==> src/shared/flash_prot_map.vh <==
`ifndef FLASH_PROT_MAP_VH
`define FLASH_PROT_MAP_VH
// ------------------------------------------------------------------
// Register indices (byte address = 4 * index)
// ------------------------------------------------------------------
`define CFG_INDEX        8'h03
`define PROT_INDEX       8'h04
`define STAT_INDEX       8'h05
`define CFG_ADDR         8'h0c
`define PROT_ADDR        8'h10
`define STAT_ADDR        8'h14
// ------------------------------------------------------------------
// Field positions
// ------------------------------------------------------------------
`define CFG_BEIE_BIT     7
`define CFG_COMMAND_COMPLETE_IRQ_ENABLE_BIT     6
`define CFG_KEY_BIT      5
`define CFG_MASK         8'he0
`define PROT_POL_BIT     7
`define PROT_HDIS_BIT    5
`define PROT_LDIS_BIT    2
`define STAT_VIOL_BIT    5
`define BACKDOOR_KEY_ENABLE_ENABLED    2'b10
`define CFG_RESET        8'h00
`define PROT_RESET       8'hff
`define PROT_NVM_ADDR    16'hff0d
// ------------------------------------------------------------------
// Range bounds
// ------------------------------------------------------------------
`define HIGH_END         16'hffff
`define LOW_BASE         16'h4000
`define HIGH_BASE0       16'hf800
`define HIGH_BASE1       16'hf000
`define HIGH_BASE2       16'he000
`define HIGH_BASE3       16'hc000
`define LOW_END0         16'h43ff
`define LOW_END1         16'h47ff
`define LOW_END2         16'h4fff
`define LOW_END3         16'h5fff
`endif

==> src/verilog/protect_scenario.v <==
`timescale 1ns/1ps
`default_nettype none
`include "flash_prot_map.vh"
// Checks a protection write against the add-only transition table.
module protect_scenario (
  // Current and proposed register values
  input  wire [7:0] protCur,
  input  wire [7:0] protNew,
  // Verdict
  output reg        allowed
);
  // Scenario code: {not polarity, not high disable, not low disable}
  function [2:0] scen;
    input [7:0] p;
    begin
      scen = {~p[`PROT_POL_BIT], ~p[`PROT_HDIS_BIT], ~p[`PROT_LDIS_BIT]};
    end
  endfunction

  wire [2:0] fromS = scen(protCur);
  wire [2:0] toS   = scen(protNew);
  reg  [7:0] row;

  always @* begin
    case (fromS)
      3'd0:    row = 8'h0f;
      3'd1:    row = 8'h0a;
      3'd2:    row = 8'h0c;
      3'd3:    row = 8'h08;
      3'd4:    row = 8'h18;
      3'd5:    row = 8'h3c;
      3'd6:    row = 8'h5a;
      3'd7:    row = 8'hff;
      default: row = 8'h00;
    endcase
    allowed = row[toS];
  end
endmodule // protect_scenario
`default_nettype wire

==> src/verilog/flash_protection_config.v <==
// The AHB-Lite interface to the registers is this design's own decision.
`timescale 1ns/1ps
`default_nettype none
`include "flash_prot_map.vh"
//
// Contract
// - Config: only bits 7,6,5 read/write; others read zero, ignore writes.
// - Key-access gate writable only when backdoor key enable is enabled.
// - Backdoor key enable counts as enabled only for pattern 10.
// - Buffer-empty irq requested while enable and buffer-empty flag set.
// - Command-complete irq requested while enable and complete flag set.
// - Gate clear: array write starts command; set: key write, reads invalid.
// - Protection register readable in normal and special modes.
// - Polarity bit may only be written from one to zero; the scenario check also refuses every one-to-zero write.
// - Low size writable only while low disable bit set.
// - High size writable only while high disable bit set.
// - Protection register loaded from flash byte 0xFF0D at reset.
// - Program/erase into protected area refused, violation flag set.
// - Mass erase only with polarity and both disables set.
// - Polarity one protects ranges; zero makes ranges the open window.
// - High disable zero enables high window; one removes it.
// - Low disable zero enables low window; one removes it.
// - High size selects 2K/4K/8K/16K ranges ending 0xFFFF.
// - Low size selects 1K/2K/4K/8K ranges from 0x4000.
// - Writes removing protection are ignored entirely; a locked size or polarity field is kept, the rest still lands.
module flash_protection_config (
  // Clock and reset
  input  wire        clk_sys,
  input  wire        reset,
  // AHB-Lite slave
  input  wire        hsel,
  input  wire [7:0]  haddr,
  input  wire [1:0]  htrans,
  input  wire        hwrite,
  input  wire [2:0]  hsize,
  input  wire [31:0] hwdata,
  input  wire        hready,
  output wire        hreadyout,
  output wire        hresp,
  output reg  [31:0] hrdata,
  // Reset-time load of the protection byte
  input  wire        nvmLoadValid,
  input  wire [7:0]  nvmLoadData,
  output wire [15:0] nvmLoadAddr,
  // Security and status inputs
  input  wire [1:0]  backdoorKeyEnable,
  input  wire        bufferEmptyFlag,
  input  wire        commandCompleteFlag,
  // Flash array access request
  input  wire        arrayReq,
  input  wire        arrayWrite,
  input  wire        arrayMassErase,
  input  wire [15:0] arrayAddr,
  input  wire [15:0] arrayRdRaw,
  // Outputs
  output wire        bufferEmptyIrq,
  output wire        commandCompleteIrq,
  output reg         cmdWriteStart,
  output reg         keyWrite,
  output reg         arrayRefused,
  output reg  [15:0] arrayRdData,
  output wire        protectionViolationFlag
);
  // ----------------------------------------------------------------
  // Registers
  // ----------------------------------------------------------------
  reg  [7:0] cfg_q;
  reg  [7:0] prot_q;
  reg        loaded_q;
  reg        viol_q;
  reg        wrPend_q;
  reg  [7:0] wrAddr_q;
  wire       protOk;
  reg  [7:0] protNew;

  assign hreadyout = 1'b1;
  assign hresp     = 1'b0;
  assign nvmLoadAddr = `PROT_NVM_ADDR;
  assign protectionViolationFlag = viol_q;

  wire keyEnabled = (backdoorKeyEnable == `BACKDOOR_KEY_ENABLE_ENABLED);
  wire addrPhase  = hsel & hready & htrans[1];

  // ----------------------------------------------------------------
  // Write merge for protection: size fields and polarity guarded
  // ----------------------------------------------------------------
  always @* begin
    protNew = hwdata[7:0];
    if (!prot_q[`PROT_POL_BIT])
      protNew[`PROT_POL_BIT] = 1'b0;
    if (!prot_q[`PROT_HDIS_BIT])
      protNew[4:3] = prot_q[4:3];
    if (!prot_q[`PROT_LDIS_BIT])
      protNew[1:0] = prot_q[1:0];
  end

  protect_scenario u_scen (
    .protCur (prot_q),
    .protNew (protNew),
    .allowed (protOk)
  );

  // ----------------------------------------------------------------
  // Range decode
  // ----------------------------------------------------------------
  function [15:0] highBase;
    input [1:0] s;
    begin
      case (s)
        2'b00:   highBase = `HIGH_BASE0;
        2'b01:   highBase = `HIGH_BASE1;
        2'b10:   highBase = `HIGH_BASE2;
        default: highBase = `HIGH_BASE3;
      endcase
    end
  endfunction

  function [15:0] lowEnd;
    input [1:0] s;
    begin
      case (s)
        2'b00:   lowEnd = `LOW_END0;
        2'b01:   lowEnd = `LOW_END1;
        2'b10:   lowEnd = `LOW_END2;
        default: lowEnd = `LOW_END3;
      endcase
    end
  endfunction

  wire inHigh = ~prot_q[`PROT_HDIS_BIT] &
                (arrayAddr >= highBase(prot_q[4:3]));
  wire inLow  = ~prot_q[`PROT_LDIS_BIT] & (arrayAddr >= `LOW_BASE) &
                (arrayAddr <= lowEnd(prot_q[1:0]));
  // Polarity one: windows protected; zero: windows are the only openings
  wire isProt = prot_q[`PROT_POL_BIT] ? (inHigh | inLow)
                                      : ~(inHigh | inLow);
  wire fullyOpen = prot_q[`PROT_POL_BIT] & prot_q[`PROT_HDIS_BIT] &
                   prot_q[`PROT_LDIS_BIT];
  wire refuse = arrayMassErase ? ~fullyOpen : isProt;

  // ----------------------------------------------------------------
  // Sequential logic
  // ----------------------------------------------------------------
  always @(posedge clk_sys) begin
    if (reset) begin
      cfg_q        <= `CFG_RESET;
      prot_q       <= `PROT_RESET;
      loaded_q     <= 1'b0;
      viol_q       <= 1'b0;
      wrPend_q     <= 1'b0;
      wrAddr_q     <= 8'h00;
      cmdWriteStart <= 1'b0;
      keyWrite     <= 1'b0;
      arrayRefused <= 1'b0;
      arrayRdData  <= 16'h0000;
      hrdata       <= 32'h00000000;
    end else begin
      wrPend_q <= addrPhase & hwrite;
      wrAddr_q <= haddr;
      // Reset-sequence load happens once and takes priority over a bus write in the same cycle
      if (!loaded_q && nvmLoadValid) begin
        prot_q   <= nvmLoadData;
        loaded_q <= 1'b1;
      end else if (wrPend_q && wrAddr_q == `PROT_ADDR && protOk) begin
        prot_q <= protNew;
      end
      if (wrPend_q && wrAddr_q == `CFG_ADDR) begin
        cfg_q[`CFG_BEIE_BIT] <= hwdata[`CFG_BEIE_BIT];
        cfg_q[`CFG_COMMAND_COMPLETE_IRQ_ENABLE_BIT] <= hwdata[`CFG_COMMAND_COMPLETE_IRQ_ENABLE_BIT];
        if (keyEnabled)
          cfg_q[`CFG_KEY_BIT] <= hwdata[`CFG_KEY_BIT];
      end
      // Set wins over a write-one clear in the same cycle
      if (arrayReq && arrayWrite && refuse)
        viol_q <= 1'b1;
      else if (wrPend_q && wrAddr_q == `STAT_ADDR &&
               hwdata[`STAT_VIOL_BIT])
        viol_q <= 1'b0;
      // Array gating
      cmdWriteStart <= arrayReq & arrayWrite & ~refuse &
                       ~cfg_q[`CFG_KEY_BIT];
      keyWrite     <= arrayReq & arrayWrite & ~arrayMassErase &
                      cfg_q[`CFG_KEY_BIT];
      arrayRefused <= arrayReq & arrayWrite & refuse &
                      ~cfg_q[`CFG_KEY_BIT];
      // Key mode reads return an invalid pattern rather than array data
      arrayRdData  <= cfg_q[`CFG_KEY_BIT] ? 16'hffff : arrayRdRaw;
      if (addrPhase && !hwrite) begin
        case (haddr)
          `CFG_ADDR:  hrdata <= {24'h000000, cfg_q & `CFG_MASK};
          `PROT_ADDR: hrdata <= {24'h000000, prot_q};
          `STAT_ADDR: hrdata <= {24'h000000, bufferEmptyFlag,
                                 commandCompleteFlag, viol_q, 5'h00};
          default:    hrdata <= 32'h00000000;
        endcase
      end
    end
  end

  assign bufferEmptyIrq     = cfg_q[`CFG_BEIE_BIT] & bufferEmptyFlag;
  assign commandCompleteIrq = cfg_q[`CFG_COMMAND_COMPLETE_IRQ_ENABLE_BIT] &
                              commandCompleteFlag;
endmodule // flash_protection_config
`default_nettype wire

==> config.mk <==
export PLATFORM = sky130hd
export DESIGN_NAME = flash_protection_config
export DESIGN_NICKNAME = d
export VERILOG_FILES = /design/src/verilog/protect_scenario.v /design/src/verilog/flash_protection_config.v
export VERILOG_INCLUDE_DIRS = /design/src /design/src/shared
export SDC_FILE = /design/constraint.sdc
export NUM_CORES = 1
export LEC_CHECK = 0
export BUFFER_PORTS_ARGS = -buffer_cell sky130_fd_sc_hd__buf_2
export CORE_MARGIN = 3
export CORE_UTILIZATION = 43
export DETAILED_ROUTE_END_ITERATION = 10
export PLACE_DENSITY = 0.87
export SLEW_MARGIN = 0
export SYNTH_ARGS = -nofsm -noshare
export SYNTH_HDL_FRONTEND = slang
export SYNTH_SLANG_ARGS = --single-unit
==> constraint.sdc <==
create_clock -name clk_sys -period 3.1 [get_ports clk_sys]
set_clock_uncertainty 0.1 [all_clocks]
set_input_delay 0.155 -clock clk_sys [delete_from_list [all_inputs] [get_ports clk_sys]]
set_output_delay 0.155 -clock clk_sys [all_outputs]
set_load 0.005 [all_outputs]
==> reports/metrics.yaml, run 1 <==
leakagePower_nw: 1.623
hpwlAfterDp_um: 4853
path_clk_slew_ns: 0.10
post_dp_cell_area_mm2: 0.003013
r2r_cells: 7
ys_ff_latch: 49
critPathCaptureType: "flop"
drt-total-wl_um: 6736
cp.required_ns: 3.19
seq_area_frac_synth_pct: 36.91
numCtsBuffers: 5
final_area_mm2: 0.003363
cap_violations: 0
hold_depth: 2
core_mm2: 0.005956
finalNetCount: 533
area_growth_pct: 26.55
cp.arrival_ns: 2.57
grt_use_total_pct: 18.26
synth_edf_count: 0
grt_antenna_before_repair: 0
insertedDiodeCount: 0
timing.fmax_ghz: 0.4028
die_h_um: 84.62
hold_path.startpoint: "hwrite"
syn_area_mm2: 0.002658
clock_latency_ns: 0.30
critPathKind: "flop to flop"
fill_cells: 538
ys_async_sr_fraction_pct: 0
hp-class: "input pin to flop"
drt_first_pass_iters: 4
wl_per_cell_um: 13.42
tns_ns: 0
netlist.area_leader.share_pct: 36.91
drcViolationCount: 0
die-width_um: 84.62
status: "finished clean"
start_util_pct: 44.62
max_slew_margin_pct: 44.81
grt_first_pass_wirelength_um: 10610
synth_top_area_cell: "dfxtp_1"
grt_start_max_net_pins: 47
drt-initial-drc-count: 232
avgSynthCellArea_um2: 8.657
hold-path-endpoint: "wrPend_q$_SDFF_PP0_"
io_buffer_count: 99
power.density_mw_per_mm2: 379.3
htree_levels: 2
drive_gt1_share_pct: 28.34
yosys_warnings: 0
ios: 170
placementRows: 28
whs_ns: 0.03512
ant_nets: 0
synthTopCellsByArea: "dfxtp_1 (37%), buf_4 (12%), nor2_1 (6.9%)"
grt_setup_unrepaired: "false"
dp_slack_ns: 0.6484
vias_per_cell: 4.936
root_buffer: "clkbuf_8"
gr-total-overflow: 0
worst_pin_slew_ns: 0.8279
start_kind: "flop"
syn_inst: 307
worst_slack_ns: 0.6177
fin_crit_sh_pct: 80.08
tritoncts: "yes"
final_max_slew_viol_count: 0
ys.flop_type: "dfxtp_1"
synth.distinct_cells: 55
vdd.ir_drop.worst_v: 0.0002449
worst-r2r-setup-slack_ns: 0.62
r2r-end: "prot_q[1]$_SDFFE_PP1P_"
hold_violations: 0
dieArea_mm2: 0.007160
r2r-start: "prot_q[7]$_SDFFE_PP1P_"
cts.sinks: 49
finalWeightedCongestion: 0.8396
grt_pass1_vias: 2294
clockBufferDepth: 2
vias: 2478
path_max_fanout: 8
setup_viol: 0
finalCriticalPeriod_ns: 2.482
postCtsSetupRepairBufs: 0
[where the power goes]
| part | internal, mW | leakage (nW) | total, mW | switching, mW |
|---|---|---|---|---|
| Clock | 0.160 | 0.0445 | 0.382 | 0.222 |
| Sequential | 0.656 | 0.404 | 0.676 | 0.0197 |
| Combinational | 0.107 | 1.17 | 0.217 | 0.110 |
| Total | 0.923 | 1.62 | 1.28 | 0.352 |
[kinds of logic (layout without fill, tap and decap cells)]
| logic type | Yosys count | in the layout | share of synthesized area, % |
|---|---|---|---|
| muxes | 3 | 3 | 1.130 |
| and+or+nand+nor | 132 | 132 | 26.93 |
| other | 2 | 42 | 0.2826 |
| adders and majority gates | 9 | 9 | 4.237 |
| buffers and inverters | 64 | 144 | 16.15 |
| AOI/OAI and AO/OA | 48 | 48 | 14.36 |
| DFF | 49 | 49 | 36.91 |
[area by class of cell]
cell class | count | area, um^2 | area share, %
clock inverter | 3 | 21.27 | 0.6324
multi-input combinational | 234 | 1398 | 41.55
clock buffer | 5 | 68.82 | 2.046
tap | 75 | 93.84 | 2.790
timing repair buffer | 126 | 763.2 | 22.69
inverter | 10 | 37.54 | 1.116
sequential | 49 | 980.9 | 29.17
[registers in the layout (all words and copies together) (netlist names)]
register and count:
keyWrite 1, arrayRefused 1, cmdWriteStart 1, wrAddr_q 8, wrPend_q 1, arrayRdData 16
prot_q 8, loaded_q 1, cfg_q 3, protectionViolationFlag 1, hrdata 8
[per-layer routing]
| metal | track usage [%] | up-vias | part of all wire (%) |
|---|---|---|---|
| li1 | - | 1234 | - |
| met1 | 20.85 | 1118 | 39 |
| met2 | 33.02 | 109 | 51 |
| met3 | 4.612 | 17 | 7.3 |
| met4 | 6.043 | 0 | 2.3 |
| met5 | 0 | - | 0 |
[metrics by stage]
| step | power, mW | utilization [%] | cells |
|---|---|---|---|
| 2_1_floorplan | 0.8321 | - | 347 |
| 3_3_place_gp | 0.8692 | 50.59 | 468 |
| 3_5_place_dp | 0.8768 | 50.59 | 468 |
| 4_1_cts | 1.270 | 56.47 | 502 |
| 5_1_grt | 1.335 | 56.47 | 502 |
| 6_report | 1.276 | 56.47 | 502 |
[synth_stat cells, types with 3 or more instances]
cell type and count:
nor3_1 9, nor3b_1 6, nor4_1 6, nand4_1 4, nand2_1 17, a2111oi_1 3, ha_1 9, a21oi_1 6
clkbuf_1 8, and2_1 4, o21ai_1 8, a211oi_1 3, mux2i_1 3, a2bb2oi_1 3, nor2b_1 8, buf_4 43
o311a_1 4, a222oi_1 3, nand3_1 9, dfxtp_1 49, a221o_1 3, nor2_1 49, inv_1 9
[layout by cell type (no fill, tap or decap), types with 2 or more instances in the layout]
master / Yosys / routed
nor3_1: 9 / 9
conb_1: 2 / 42
and3_1: 2 / 2
nand2_1: 17 / 17
clkbuf_8: 2 / 5
a221o_1: 3 / 3
o21ai_0: 2 / 2
a2111oi_1: 3 / 3
nand3_1: 9 / 9
o311a_1: 4 / 4
a211oi_1: 3 / 3
ha_1: 9 / 9
o21ai_1: 8 / 8
nand2b_1: 2 / 2
a222oi_1: 3 / 3
a2111oi_2: 2 / 2
mux2i_1: 3 / 3
nor2_1: 49 / 49
a21o_1: 2 / 2
a21oi_1: 6 / 6
nor4_1: 6 / 6
a2bb2oi_1: 3 / 3
inv_1: 9 / 9
nor4_2: 2 / 2
buf_2: 0 / 99
nor3b_1: 6 / 6
nand4_1: 4 / 4
dlygate4sd3_1: 0 / 26
nor2b_1: 8 / 8
and2_1: 4 / 4
a31oi_1: 2 / 2
dfxtp_1: 49 / 49
[worst max-delay path by stage]
stage / start / end
6_report: prot_q[7]$_SDFFE_PP1P_ / prot_q[1]$_SDFFE_PP1P_
3_5_place_dp: prot_q[7]$_SDFFE_PP1P_ / prot_q[1]$_SDFFE_PP1P_
5_1_grt: prot_q[7]$_SDFFE_PP1P_ / prot_q[1]$_SDFFE_PP1P_
2_1_floorplan: prot_q[4]$_SDFFE_PP1P_ / protectionViolationFlag$_SDFFE_PP0P_
4_1_cts: prot_q[7]$_SDFFE_PP1P_ / prot_q[1]$_SDFFE_PP1P_
3_3_place_gp: prot_q[4]$_SDFFE_PP1P_ / protectionViolationFlag$_SDFFE_PP0P_
[worst max-delay path, cell delays in order (launching register included)]
cell and delay [ns]:
dfxtp_1 0.49, inv_1 0.16, ha_1 0.30, nor3b_1 0.19, o21ai_1 0.12, a2111oi_1 0.72, o311a_1 0.24, o21ai_1 0.06
[repair_timing]
action                                 in CTS  in global routing
hold buffers                               26                  0
gates resized for setup                     0                  0
endpoints found under the hold margin      26                  0
setup endpoints to repair                   0                  0
Power figures use the tool's default switching activity.
==> run 2, diff against run 1 <==
ABC_AREA = 1   (was default)
clock period = 2.6 ns   (was 3.1 ns; I/O delays follow)
==> run 2 against run 1 <==
Against the previous run: first-iteration DRC count fell by 45%; utilization rose by 1.3 points; synthesized cell count rose by 22%; cell count rose by 15%; combinational power rose by 36%; via count rose by 6.8%; setup slack improved by 0.0058 ns; worst hold slack got worse by 0.029 ns.
==> reports/metrics.yaml, run 2 <==
critPathKind: "flop to flop"
vdd.ir_drop.worst_v: 0.0002691
grt_first_pass_wirelength_um: 10550
drt-total-wl_um: 6494
start_kind: "flop"
ys_ff_latch: 49
netlist.area_leader.share_pct: 36.52
gr-total-overflow: 0
critPathTopFamily: "flip-flops"
worst-r2r-setup-slack_ns: 0.62
path_clk_slew_ns: 0.08
ant_nets: 0
grt_use_total_pct: 17.68
hp-class: "input pin to flop"
placementRows: 28
clkPwrFrac_pct: 28.1
clockBufferDepth: 2
cp_cell_sequence: "clkinv_2 > ha_1 > a21oi_2 > nand2_1 > nand2_1 > nand3_2 > nand2_4 > inv_2 > nand2_1 > o2111ai_1"
r2r-end: "prot_q[5]$_SDFFE_PP1P_"
synthTopCellsByArea: "dfxtp_1 (37%), nand2_1 (12%), buf_4 (12%)"
ys.flop_type: "dfxtp_1"
io_buffer_count: 99
power.density_mw_per_mm2: 445.8
combinationalPowerShare_pct: 19.2
drt-initial-drc-count: 127
final_common_cell: "buf_2"
hpwlAfterDp_um: 4939
syn_area_mm2: 0.002686
hold_depth: 3
clock_latency_ns: 0.31
hold_path.startpoint: "haddr[3]"
finalWeightedCongestion: 0.8222
grt_start_max_net_pins: 35
avgSynthCellArea_um2: 7.144
grt_antenna_before_repair: 0
dp_cells: 538
fin_crit_sh_pct: 76.02
vias_per_cell: 4.580
seqCellArea_um2: 980.9
yosys_warnings: 0
start_util_pct: 44.84
tns_ns: 0
tritoncts: "yes"
layout_common_cells: "buf_2 (99), nand2_1 (86), nor2_1 (64), dfxtp_1 (49), conb_1 (42)"
drt_first_pass_iters: 4
synth_edf_count: 0
timing.fmax_ghz: 0.5059
synth_common_cells: "nand2_1 (86), nor2_1 (64), dfxtp_1 (49)"
grt_setup_unrepaired: "false"
area_growth_pct: 28.88
p_switching_mw: 0.4294
path_max_fanout: 9
share_seq_of_total_power_pct: 52.7
hold_violations: 0
finalNetCount: 609
synth_top_area_cell: "dfxtp_1"
intPower_mw: 1.114
r2r-start: "prot_q[7]$_SDFFE_PP1P_"
worst_pin_slew_ns: 0.6946
yosysMostFrequentCell: "nand2_1"
cp.required_ns: 2.67
drcViolationCount: 0
setup_viol: 0
cpMaxStageDelayCell: "dfxtp_1"
final_max_slew_viol_count: 0
final_cells: 578
post_cts_resize_count: 0
max_slew_margin_pct: 53.53
hold-path-endpoint: "wrAddr_q[3]$_SDFF_PP0_"
syn_inst: 376
p_sw_share_pct: 27.83
insertedDiodeCount: 0
wl_per_cell_um: 11.24
drive_gt1_share_pct: 25.05
critPathCaptureType: "flop"
fill_cells: 557
die_h_um: 85.04
critical_path_buf_inv_count: 2
htree_levels: 2
ios: 170
finalCriticalPeriod_ns: 1.977
status: "finished clean"
cts.sinks: 49
seq_area_frac_synth_pct: 36.52
synth.distinct_cells: 32
ys_async_sr_fraction_pct: 0
cp_slowest_stage_delay_ns: 0.52
crit_top_cell: "nand2_1"
multi_input_area_mm2: 0.001324
largest-register: "arrayRdData"
grt_pass1_vias: 2503
root_buffer: "clkbuf_8"
core_mm2: 0.005991
numCtsBuffers: 5
r2r_cells: 10
die-width_um: 85.04
largest_reg_flops: 16
vias: 2647
leakagePower_nw: 1.857
dieArea_mm2: 0.007232
cp.arrival_ns: 2.04
cap_violations: 0
[run 2: cells by family (layout without fill, tap and decap cells)]
| logic type | count (synthesis) | count (layout) | synth area share [%] |
|---|---|---|---|
| AO/OA/AOI/OAI | 41 | 41 | 9.456 |
| adder cells (fa/ha/maj) | 9 | 9 | 4.192 |
| AND/OR/NAND/NOR | 184 | 184 | 29.76 |
| flip-flops | 49 | 49 | 36.52 |
| buffers and inverters | 91 | 178 | 19.80 |
| other | 2 | 42 | 0.2796 |
[run 2: cell type report]
class | instances | area share [%]
clock inverter | 2 | 0.2891
inverter | 38 | 4.554
clock buffer | 6 | 2.096
sequential | 49 | 28.33
multi-input combinational | 276 | 38.24
timing repair buffer | 132 | 23.78
tap | 75 | 2.711
[run 2: routing by layer]
layer	vias to the layer above	track usage [%]	part of all wire [%]
met5	-	0	0
met4	0	9.784	2.9
met3	18	2.913	8.0
met2	112	29.59	48
met1	1165	21.51	41
li1	1352	-	-
[run 2: worst max-delay path by stage]
stage / startpoint / endpoint / slack, ns / depth (start not counted)
3_5_place_dp: prot_q[7]$_SDFFE_PP1P_ / prot_q[5]$_SDFFE_PP1P_ / 0.64 / 10
3_3_place_gp: prot_q[7]$_SDFFE_PP1P_ / prot_q[5]$_SDFFE_PP1P_ / 0.70 / 10
6_report: prot_q[7]$_SDFFE_PP1P_ / prot_q[5]$_SDFFE_PP1P_ / 0.62 / 10
5_1_grt: prot_q[7]$_SDFFE_PP1P_ / prot_q[5]$_SDFFE_PP1P_ / 0.42 / 10
4_1_cts: prot_q[7]$_SDFFE_PP1P_ / prot_q[5]$_SDFFE_PP1P_ / 0.63 / 10
2_1_floorplan: prot_q[5]$_SDFFE_PP1P_ / prot_q[5]$_SDFFE_PP1P_ / 0.91 / 10
[run 2: worst register-to-register path, delay by kind of cell (launching register included)]
family | cells | cell delay, ns
compound gates | 2 | 0.23
flops | 1 | 0.52
fa+ha+maj | 1 | 0.31
simple gates | 5 | 0.46
buf+inv | 2 | 0.22
[run 2: what timing repair did]
item,in CTS,in global routing
setup buffers,0,0
hold buffers,32,0
hold endpoints to repair,31,0
[run 2: metrics by stage]
step | setup WS [ns] | hold slack (ns) | power [mW] | area, um^2 | utilization [%]
floorplan | 0.9064 | 0.1069 | 1.027 | 2836 | -
global placement | 0.7034 | 0.2308 | 1.075 | 3059 | 51.07
detailed placement | 0.6374 | 0.2372 | 1.087 | 3059 | 51.07
CTS | 0.6294 | 0.003156 | 1.547 | 3462 | 57.79
global route | 0.4168 | 0.02107 | 1.625 | 3462 | 57.79
finish | 0.6234 | 0.006436 | 1.543 | 3462 | 57.79
[run 2: power groups by stage]
| stage | Clock, mW | Combinational (mW) | Sequential (mW) |
|---|---|---|---|
| 2_1_floorplan | 0 | 0.202 | 0.826 |
| 3_3_place_gp | 0 | 0.246 | 0.829 |
| 3_5_place_dp | 0 | 0.256 | 0.831 |
| 4_1_cts | 0.441 | 0.293 | 0.813 |
| 5_1_grt | 0.467 | 0.339 | 0.819 |
| 6_report | 0.434 | 0.296 | 0.814 |
==> run 3, diff against run 2 <==
clock period = 1.9 ns   (was 2.6 ns; I/O delays follow)
==> run 3 against run 2 <==
Against the previous run: clock power increased by 40%; worst hold slack improved by 0.031 ns; critical endpoint unchanged; wire length increased by 6.1%; final area increased by 3.9%; combinational power increased by 51%; register-to-register slack got worse by 0.52 ns; highest routed layer unchanged; first-iteration DRC count increased by 37%.
==> reports/metrics.yaml, run 3 (same netlist as run 2, synthesis figures left out) <==
tritoncts: "yes"
grt_setup_unrepaired: "false"
whs_ns: 0.03789
cp.arrival_ns: 1.87
drt_first_pass_iters: 4
postCtsSetupRepairBufs: 0
status: "finished clean"
htree_levels: 2
grt_use_total_pct: 17.96
combinationalPowerShare_pct: 20.7
insertedDiodeCount: 0
largest-register: "arrayRdData"
area_growth_pct: 33.91
gr-total-overflow: 0
p_switching_mw: 0.6150
core_mm2: 0.005991
fill_cells: 542
hpwlAfterDp_um: 5085
grt_pass1_vias: 2383
critical_path_buf_inv_count: 2
setup_viol: 0
finalWeightedCongestion: 0.8600
vias: 2697
finalCriticalPeriod_ns: 1.800
io_buffer_count: 99
wl_per_cell_um: 11.71
leakagePower_nw: 1.901
ant_nets: 0
cp_slowest_stage_delay_ns: 0.36
critPathTopFamily: "simple AND/OR/NAND/NOR gates"
path_max_fanout: 9
hp-class: "input pin to flop"
intPower_mw: 1.547
clockBufferDepth: 2
clock_latency_ns: 0.31
drive_gt1_share_pct: 27.68
die_h_um: 85.04
start_util_pct: 44.84
fin_crit_sh_pct: 94.73
start_kind: "flop"
wl_met2_um: 3392
path_clk_slew_ns: 0.09
grt_first_pass_wirelength_um: 10620
vdd.ir_drop.worst_v: 0.0003513
dr_wl_met3_um: 524
wl_met1_um: 2818
critPathCaptureType: "flop"
cts.sinks: 49
placementRows: 28
vias_per_cell: 4.587
hold_violations: 0
cp.required_ns: 1.97
critPathKind: "flop to flop"
grt_antenna_before_repair: 0
largest_reg_flops: 16
timing.fmax_ghz: 0.5556
root_buffer: "clkbuf_8"
p_sw_share_pct: 28.44
dieArea_mm2: 0.007232
layout_common_cells: "buf_2 (99), nand2_1 (86), nor2_1 (64), dfxtp_1 (46), conb_1 (42)"
ios: 170
tns_ns: 0
final_common_cell: "buf_2"
dr.max_layer_used: "met4"
cp_cell_sequence: "clkinv_2 > ha_1 > a21oi_2 > nand2_1 > nand2_1 > nand3_2 > nand2_4 > inv_2 > nand2_1 > o2111ai_1"
finalNetCount: 619
share_seq_of_total_power_pct: 51.1
die-width_um: 85.04
numCtsBuffers: 5
drt-total-wl_um: 6887
grt_start_max_net_pins: 21
power.density_mw_per_mm2: 601.2
crit_top_cell: "nand2_1"
final_max_slew_viol_count: 0
drcViolationCount: 0
drt-initial-drc-count: 174
cpMaxStageDelayCell: "dfxtp_1"
clkPwrFrac_pct: 28.2
cap_violations: 0
[run 3: stage by stage]
step	worst slack (ns)	cells	util (%)	area, um^2	total power, mW
after floorplan	0.2064	416	-	2836	1.406
after global placement	0.2038	544	51.82	3104	1.481
after detailed placement	0.1386	544	51.82	3104	1.502
after CTS	0.1062	588	59.29	3552	2.154
after global routing	0.004415	588	60.05	3597	2.286
final	0.1001	588	60.05	3597	2.162
[run 3: what timing repair did]
action / 4_1_cts / 5_1_grt
resized for setup: 0 / 11
hold endpoints to repair: 33 / 0
setup endpoints to repair: 0 / 4
hold buffers: 36 / 0
[run 3: routing by layer]
layer | up-vias | track usage (%)
met1 | 1196 | 23.01
met4 | 0 | 6.619
met3 | 15 | 3.204
met5 | - | 0
li1 | 1369 | -
met2 | 117 | 30.16
[run 3: worst paths after layout]
| check | slack [ns] | to | start | depth (start not counted) |
|---|---|---|---|---|
| max | 0.10 | prot_q[5]$_SDFFE_PP1P_ | prot_q[7]$_SDFFE_PP1P_ | 10 |
| min | 0.04 | prot_q[1]$_SDFFE_PP1P_ | hwdata[1] | 5 |
| max reg2reg | 0.10 | prot_q[5]$_SDFFE_PP1P_ | prot_q[7]$_SDFFE_PP1P_ | 10 |
| min reg2reg | 0.38 | prot_q[6]$_SDFFE_PP1P_ | prot_q[6]$_SDFFE_PP1P_ | 2 |
[run 3: area by class of cell]
type                            count  area, um^2  share of cell area [%]
Clock buffer                        6       72.57                   2.017
Clock inverter                      2       15.01                  0.4174
Inverter                           38       157.7                   4.383
Multi-Input combinational cell    276        1363                   37.88
Sequential cell                    49       987.2                   27.44
Tap cell                           75       93.84                   2.609
Timing Repair Buffer              142       908.4                   25.25
[run 3: power by group through the flow]
stage	combinational, mW	clock (mW)	sequential [mW]
6_report	0.448	0.609	1.11
3_3_place_gp	0.356	0	1.13
3_5_place_dp	0.374	0	1.13
5_1_grt	0.506	0.668	1.11
4_1_cts	0.429	0.621	1.10
2_1_floorplan	0.276	0	1.13
[run 3: worst register-to-register path: stages (launching register included)]
cell and delay [ns]:
dfxtp_1 0.36, clkinv_2 0.10, ha_1 0.30, a21oi_2 0.14, nand2_1 0.06, nand2_1 0.07, nand3_2 0.14, nand2_4 0.17
inv_2 0.06, nand2_1 0.06, o2111ai_1 0.10
